**config.mk**
```make
export PLATFORM = sky130hd
export DESIGN_NAME = rvc_regulator_vbus_control
export DESIGN_NICKNAME = d
export VERILOG_FILES = /design/src/rtl/rvc_pkg.sv /design/src/rtl/rvc_regulator_vbus_control.sv
export SDC_FILE = /design/constraint.sdc
export NUM_CORES = 1
export LEC_CHECK = 0
export BUFFER_PORTS_ARGS = -buffer_cell sky130_fd_sc_hd__buf_2
export CORE_AREA = 2 2 39 41
export DETAILED_ROUTE_END_ITERATION = 8
export DIE_AREA = 0 0 41 43
export SYNTH_ARGS = -nofsm -noshare
export SYNTH_HDL_FRONTEND = slang
export SYNTH_SLANG_ARGS = --single-unit
```
**constraint.sdc**
```tcl
create_clock -name i_ref_clk -period 1 [get_ports i_ref_clk]
set_input_delay 0.1 -clock i_ref_clk [delete_from_list [all_inputs] [get_ports i_ref_clk]]
set_output_delay 0.1 -clock i_ref_clk [all_outputs]
set_load 0.02 [all_outputs]
```
**src/rtl/rvc_pkg.sv**
```systemverilog
// package: register map and field layout of the regulator and bus-power control block
package rvc_pkg;
  // ===========================================================================
  // register map
  localparam logic [7:0] CTRL_ADDR     = 8'hC9;
  localparam logic [7:0] CTRL_RESET    = 8'h00;
  // ===========================================================================
  // field positions
  localparam int         OFF_BIT       = 7;
  localparam int         LEVEL_BIT     = 6;
  localparam int         POL_BIT       = 5;
  localparam int         LOWPWR_BIT    = 4;
  localparam logic [7:0] RESERVED_MASK = 8'h0F;
  // ===========================================================================
  // bus-power input synchroniser depth
  localparam int         SYNC_STAGES   = 2;
endpackage

```
**src/rtl/rvc_regulator_vbus_control.sv**
```systemverilog
// module: control register, bus-power status, interrupt and reset request
`timescale 1ns/1ps
`default_nettype none
module rvc_regulator_vbus_control #(
  // depth of the bus-power pin synchroniser
  parameter int SYNC_STAGES = rvc_pkg::SYNC_STAGES
) (
  // clock and reset
  input  wire logic       i_ref_clk,
  input  wire logic       i_rstn,
  // special-function register port
  input  wire logic [7:0] i_sfr_addr,
  input  wire logic       i_sfr_wr,
  input  wire logic [7:0] i_sfr_wdata,
  output logic      [7:0] o_sfr_rdata,
  // bus-power pin and system hooks
  input  wire logic       i_bus_power,
  input  wire logic       i_irq_enable,
  input  wire logic       i_usb_reset_source,
  // regulator and system outputs
  output logic            o_regulator_off_select,
  output logic            o_regulator_on_select,
  output logic            o_regulator_low_power_select,
  output logic            o_bus_power_irq,
  output logic            o_bus_power_reset_req
);
  // ===========================================================================
  // state
  // sync is the pin chain, newest sample in bit 0; the other fields
  // mirror the writable control bits of the register
  typedef struct packed {
    logic [SYNC_STAGES-1:0] sync;
    logic       off;
    logic       pol;
    logic       lowpwr;
  } rvc_state_t;

  rvc_state_t st;
  rvc_state_t next_st;
  logic       bus_power_level;
  logic       match;
  logic       ctrl_hit;
  logic       ctrl_wr;
  logic [7:0] ctrl_view;

  // ===========================================================================
  // elaboration checks
  // a single flop would let a metastable pin value reach the match logic
  if (SYNC_STAGES < 2) begin : g_bad_sync
    $error("bus-power synchroniser needs at least two stages");
  end
  // every stored or shown field must sit inside the register byte
  if (rvc_pkg::OFF_BIT > 7 || rvc_pkg::LEVEL_BIT > 7 ||
      rvc_pkg::POL_BIT > 7 || rvc_pkg::LOWPWR_BIT > 7) begin : g_bad_field
    $error("control field lies outside the register byte");
  end
  // reserved bits must not overlap the live fields
  if ((rvc_pkg::RESERVED_MASK >> rvc_pkg::LOWPWR_BIT) != 8'h00) begin : g_bad_mask
    $error("reserved mask overlaps a live control field");
  end

  // ===========================================================================
  // register decode
  // a read is selected by address alone; a write also needs the strobe
  assign ctrl_hit = (i_sfr_addr == rvc_pkg::CTRL_ADDR);
  assign ctrl_wr  = i_sfr_wr && ctrl_hit;

  assign bus_power_level = st.sync[SYNC_STAGES-1];
  assign match           = (bus_power_level == st.pol);

  always_comb begin
    next_st      = st;
    // the pin shifts in on every clock, write or not
    next_st.sync = {st.sync[SYNC_STAGES-2:0], i_bus_power};
    if (ctrl_wr) begin
      // bit 6 and bits 3..0 are not stored
      next_st.off    = i_sfr_wdata[rvc_pkg::OFF_BIT];
      next_st.pol    = i_sfr_wdata[rvc_pkg::POL_BIT];
      next_st.lowpwr = i_sfr_wdata[rvc_pkg::LOWPWR_BIT];
    end
  end

  always_ff @(posedge i_ref_clk or negedge i_rstn) begin
    if (!i_rstn) begin
      // stored fields take their reset value; the pin chain clears
      st.sync   <= '0;
      st.off    <= rvc_pkg::CTRL_RESET[rvc_pkg::OFF_BIT];
      st.pol    <= rvc_pkg::CTRL_RESET[rvc_pkg::POL_BIT];
      st.lowpwr <= rvc_pkg::CTRL_RESET[rvc_pkg::LOWPWR_BIT];
    end else begin
      st <= next_st;
    end
  end

  // ===========================================================================
  // outputs
  // read view of the control register, built bit by bit
  for (genvar b = 0; b < 8; b++) begin : g_view
    if (b == rvc_pkg::OFF_BIT) begin : g_off
      assign ctrl_view[b] = st.off;
    end else if (b == rvc_pkg::LEVEL_BIT) begin : g_level
      assign ctrl_view[b] = bus_power_level;
    end else if (b == rvc_pkg::POL_BIT) begin : g_pol
      assign ctrl_view[b] = st.pol;
    end else if (b == rvc_pkg::LOWPWR_BIT) begin : g_lowpwr
      assign ctrl_view[b] = st.lowpwr;
    end else begin : g_reserved
      assign ctrl_view[b] = 1'b0;
    end
  end

  always_comb begin
    o_sfr_rdata = 8'h00;
    if (ctrl_hit) begin
      o_sfr_rdata = ctrl_view;
    end
  end

  // interrupt and reset request are plain levels of the match: there is
  // no pending flag to clear, so software silences them by flipping the
  // polarity or dropping i_irq_enable or i_usb_reset_source; both trail the pin by the sync depth
  assign o_regulator_off_select       = st.off;
  assign o_regulator_on_select        = ~st.off;
  assign o_regulator_low_power_select = st.lowpwr;
  assign o_bus_power_irq              = i_irq_enable & match;
  assign o_bus_power_reset_req        = i_usb_reset_source & match;

  // ===========================================================================
  // assertions
  a_off_write: assert property (@(posedge i_ref_clk) disable iff (!i_rstn)
    (i_sfr_wr && i_sfr_addr == rvc_pkg::CTRL_ADDR) |=>
      (o_regulator_off_select == $past(i_sfr_wdata[7]) && o_regulator_on_select != o_regulator_off_select))
    else $error("regulator off select does not follow write");
  a_level_follow: assert property (@(posedge i_ref_clk) disable iff (!i_rstn)
    ##2 (bus_power_level == $past(i_bus_power, 2)))
    else $error("bus power level not following input");
  a_irq_match: assert property (@(posedge i_ref_clk) disable iff (!i_rstn)
    o_bus_power_irq == (i_irq_enable && (st.sync[1] == st.pol)))
    else $error("interrupt does not match polarity");
  a_irq_level: assert property (@(posedge i_ref_clk) disable iff (!i_rstn)
    (i_irq_enable && $stable(st.pol) && $stable(st.sync[1]) && $past(o_bus_power_irq))
      |-> o_bus_power_irq)
    else $error("interrupt dropped while still matching");
  a_reset_req: assert property (@(posedge i_ref_clk) disable iff (!i_rstn)
    o_bus_power_reset_req == (i_usb_reset_source && match))
    else $error("reset request wrong");
  a_lowpwr_write: assert property (@(posedge i_ref_clk) disable iff (!i_rstn)
    (i_sfr_wr && i_sfr_addr == rvc_pkg::CTRL_ADDR) |=>
      o_regulator_low_power_select == $past(i_sfr_wdata[4]))
    else $error("low power select does not follow write");
  a_reserved_zero: assert property (@(posedge i_ref_clk) disable iff (!i_rstn)
    (o_sfr_rdata & rvc_pkg::RESERVED_MASK) == 8'h00)
    else $error("reserved bits read nonzero");
  a_hold_other: assert property (@(posedge i_ref_clk) disable iff (!i_rstn)
    !(i_sfr_wr && i_sfr_addr == rvc_pkg::CTRL_ADDR) |=> $stable(st.off) && $stable(st.pol))
    else $error("control changed without write");

  // read view, gating and following of the level outputs
  a_on_inverse: assert property (@(posedge i_ref_clk) disable iff (!i_rstn)
    o_regulator_on_select == !o_regulator_off_select)
    else $error("regulator on select is not the inverse of off select");
  a_pol_write: assert property (@(posedge i_ref_clk) disable iff (!i_rstn)
    ctrl_wr |=> st.pol == $past(i_sfr_wdata[rvc_pkg::POL_BIT]))
    else $error("match polarity does not follow write");
  a_irq_gate: assert property (@(posedge i_ref_clk) disable iff (!i_rstn)
    !i_irq_enable |-> !o_bus_power_irq)
    else $error("interrupt raised while disabled");
  a_irq_follow: assert property (@(posedge i_ref_clk) disable iff (!i_rstn)
    (i_irq_enable && bus_power_level == st.pol) |-> o_bus_power_irq)
    else $error("interrupt missing while matching");
  a_irq_drop: assert property (@(posedge i_ref_clk) disable iff (!i_rstn)
    (bus_power_level != st.pol) |-> !o_bus_power_irq)
    else $error("interrupt held without a match");
  a_reset_gate: assert property (@(posedge i_ref_clk) disable iff (!i_rstn)
    (bus_power_level != st.pol) |-> !o_bus_power_reset_req)
    else $error("reset request without a match");
  a_reset_follow: assert property (@(posedge i_ref_clk) disable iff (!i_rstn)
    (i_usb_reset_source && bus_power_level == st.pol) |-> o_bus_power_reset_req)
    else $error("reset request missing while matching");
  a_sync_first: assert property (@(posedge i_ref_clk) disable iff (!i_rstn)
    ##1 (st.sync[0] == $past(i_bus_power)))
    else $error("pin not sampled into the synchroniser");
  a_level_read: assert property (@(posedge i_ref_clk) disable iff (!i_rstn)
    ctrl_hit |-> o_sfr_rdata[rvc_pkg::LEVEL_BIT] == bus_power_level)
    else $error("status bit does not show the bus power level");
  a_ctrl_read: assert property (@(posedge i_ref_clk) disable iff (!i_rstn)
    ctrl_hit |-> (o_sfr_rdata[rvc_pkg::OFF_BIT] == st.off &&
                  o_sfr_rdata[rvc_pkg::POL_BIT] == st.pol &&
                  o_sfr_rdata[rvc_pkg::LOWPWR_BIT] == st.lowpwr))
    else $error("control fields read back wrong");

  // reserved bits, other addresses and holding of the low-power select
  a_other_zero: assert property (@(posedge i_ref_clk) disable iff (!i_rstn)
    !ctrl_hit |-> o_sfr_rdata == 8'h00)
    else $error("read of another address not zero");
  a_reserved_write: assert property (@(posedge i_ref_clk) disable iff (!i_rstn)
    ctrl_wr |=> (o_sfr_rdata & rvc_pkg::RESERVED_MASK) == 8'h00)
    else $error("reserved bits stored by a write");
  a_lowpwr_hold: assert property (@(posedge i_ref_clk) disable iff (!i_rstn)
    !ctrl_wr |=> $stable(st.lowpwr))
    else $error("low power select changed without write");
endmodule
`default_nettype wire

```
==> flow_metrics.py <==
metrics = {
    "global_routing": {
        "grt_pass1_vias": 336,
        "grt_max_degree": 6,
        "gr-total-overflow": 0,
        "antenna_found_initial": 0,
        "grt_pass1_wl_mm": 1.42,
        "grtUsageTotal_pct": 12.1,
    },
    "critical_path": {
        "cp.required_ps": 900,
        "critPathMaxFanout": 2,
        "startpoint_type": "flop",
        "arrival_ps": 1110,
        "path_class": "reg -> out",
        "end_kind": "output pin",
    },
    "timing": {
        "drv_slew": 0,
        "layout_setup_ws_ps": -214,
        "fin_crit_sh_pct": 121,
        "hold_violations": 0,
        "rsz0062_at_grt": "yes",
        "worst_hold_slack_ps": 95.2,
        "fin_skew_ps": 4.57,
        "fmaxAchievable_mhz": 824,
        "period_needed_ps": 1210,
        "setup_viol": 9,
    },
    "yosys": {
        "synth_cell_types": 14,
        "ys_top_cells_by_area": "dfrtp_1 40%, mux2_4 14%, and2_1 10%",
        "synthSimpleGateAreaFrac_pct": 28.9,
        "synth_seq_cells": 5,
        "synthAdderAreaFrac_pct": 0,
        "yosysWarningCount": 0,
        "syn_inst": 27,
        "yosysSeqAreaShare_pct": 40.2,
        "synthMuxAreaShare_pct": 14.5,
        "yosys.area_share.xor_xnor_pct": 2.81,
        "netlist.top_cell.by_area": "dfrtp_1",
        "synth_top_family_by_area": "simple AND/OR/NAND/NOR gates",
        "synth-compound-area-share_pct": 0,
        "synth_top_area_share_pct": 40.2,
        "synth_area_per_cell_um2": 11.5,
        "syn_area_um2": 312,
    },
    "clock_tree": {
        "cts_sinks": 5,
        "clkLatencyLatePin_ps": 240,
        "cts.htree.levels": 1,
        "numCtsBuffers": 3,
        "ctsLongestPathBuffers": 2,
        "cts.clk_slew.worst_paths_ps": 50,
        "root_buffer": "clkbuf_4",
        "tritoncts": "built",
    },
    "run": {
        "drv_cap": 0,
    },
    "finish": {
        "stdcell_area_um2": 653,
        "drive_gt1_share_pct": 78.1,
        "n_antenna_cell": 0,
        "fillers": 141,
        "layout.nets": 87,
        "area_growth_pct": 110,
    },
    "power": {
        "power_frac_seq_pct": 36.0,
        "cellInternalPower_w": 0.000456,
        "clkPwrFrac_pct": 37.7,
        "peakVddDrop_mv": 0.757,
        "power.density_nw_per_um2": 943,
        "leakagePower_nw": 0.357,
        "p_comb_share_pct": 26.3,
        "swShare_pct": 26.0,
        "p_switching_w": 0.000160,
    },
    "place": {
        "place_area_um2": 477,
        "io_buffer_count": 25,
        "gp_congestion": 0.591,
        "place_hpwl_um": 557,
    },
    "drt": {
        "wl_per_cell_um": 9.98,
        "drt_pass1_iterations": 1,
        "drt_iter0_drc": 0,
        "vias_per_cell": 3.79,
        "num_vias": 303,
        "drtAntennaViolNets": 0,
        "routed_wl_um": 798,
        "drc_errors": 0,
    },
    "status": {
        "violations": "negative setup slack",
        "outcome": "finished, violations left",
    },
    "die": {
        "dieArea_um2": 1760,
        "row_count": 14,
        "ioPinCount": 35,
        "initial_core_util_pct": 22.5,
        "fp.coreArea_um2": 1380,
        "fp.dieW_um": 41,
        "die_y_um": 43,
    },
    "min_path": {
        "hp-class": "in -> reg",
    },
}
## cell families after synthesis
family / count (synthesis)
other cells: 1
xor+xnor: 1
simple gates: 11
flops: 5
buf+inv: 6
mux: 3
## cell usage after synthesis, drive strengths merged
cell and count:
dfrtp 5, nor4 1, xnor2 1, nor3 1, buf 4, or2 1
clkinvlp 1, or4 1, conb 1, nand4b 1, nand2b 1, inv 1
and2 5, mux2 3
## final timing paths
kind	cells after the start	slack, ps	startpoint	to
min in group asynchronous	2	210	i_rstn	ctrl_view[5]
worst max-delay path	3	-210	bus_power_level	o_bus_power_irq
worst max register to register	3	-20	ctrl_view[5]	ctrl_view[5]
worst min register to register	0	350	next_st[4]	bus_power_level
max in group asynchronous	2	650	i_rstn	next_st[4]
worst min-delay path	2	100	i_sfr_wdata[5]	ctrl_view[5]
## placed cells by master (no fill, tap or decap), types with 2 or more instances in the layout
cell	n
buf_2	15
dfrtp_1	5
clkbuf_4	3
mux2_4	3
dlygate4sd3_1	2
buf_6	12
and2_4	4
buf_4	5
conb_1	4
## stage by stage
| step | total power [W] | setup TNS [ps] | cells | setup slack, ps | utilization [%] |
|---|---|---|---|---|---|
| floorplan | 0.000292 | -1100 | 30 | -280 | - |
| global placement | 0.000336 | -1890 | 71 | -391 | 34.4 |
| detailed placement | 0.000338 | -1920 | 71 | -400 | 34.4 |
| CTS | 0.000611 | -1120 | 78 | -211 | 43.8 |
| global route | 0.000654 | -1570 | 80 | -256 | 47.2 |
| finish | 0.000616 | -1290 | 80 | -214 | 47.2 |
## worst max-delay path, cell delays in order, from the launching register on
cell,delay (ps)
dfrtp_1,410
xnor2_2,190
and2_1,140
buf_4,130
## layout make-up
cell class,instances,area [um^2],area share (%)
inverter,2,8.76,1.34
clock buffer,4,26.3,4.02
sequential,5,125,19.2
tap,16,20.0,3.07
multi-input combinational,19,205,31.4
timing repair buffer,34,268,41.0
## registers in the layout (all words and copies together) (netlist names)
register	cells
bus_power_level	1
ctrl_view	1
next_st	1
o_regulator_low_power_select	1
o_regulator_off_select	1
## power groups by stage
stage / logic [W] / clock network, W / registers (W)
floorplan: 0.0000658 / 0 / 0.000226
global placement: 0.000115 / 0 / 0.000222
detailed placement: 0.000116 / 0 / 0.000222
CTS: 0.000144 / 0.000248 / 0.000219
global route: 0.000175 / 0.000257 / 0.000222
finish: 0.000162 / 0.000232 / 0.000222
## repair_timing
action	CTS	global route
resized for setup	22	7
hold buffers	2	0
endpoints found under the setup margin	10	10
endpoints found under the hold margin	6	0
pin swaps	7	1
buffers inserted	1	2
gates cloned	0	0
## layer usage
layer  vias up  share of wire (%)  global-route usage, %
met4         0                  0                   2.00
met2        10                 56                   19.4
met5         -                  0                      0
li1        154                  -                      -
met3         0                5.9                   7.85
met1       139                 38                   13.2
No activity file was read; power rests on OpenSTA's default activity.
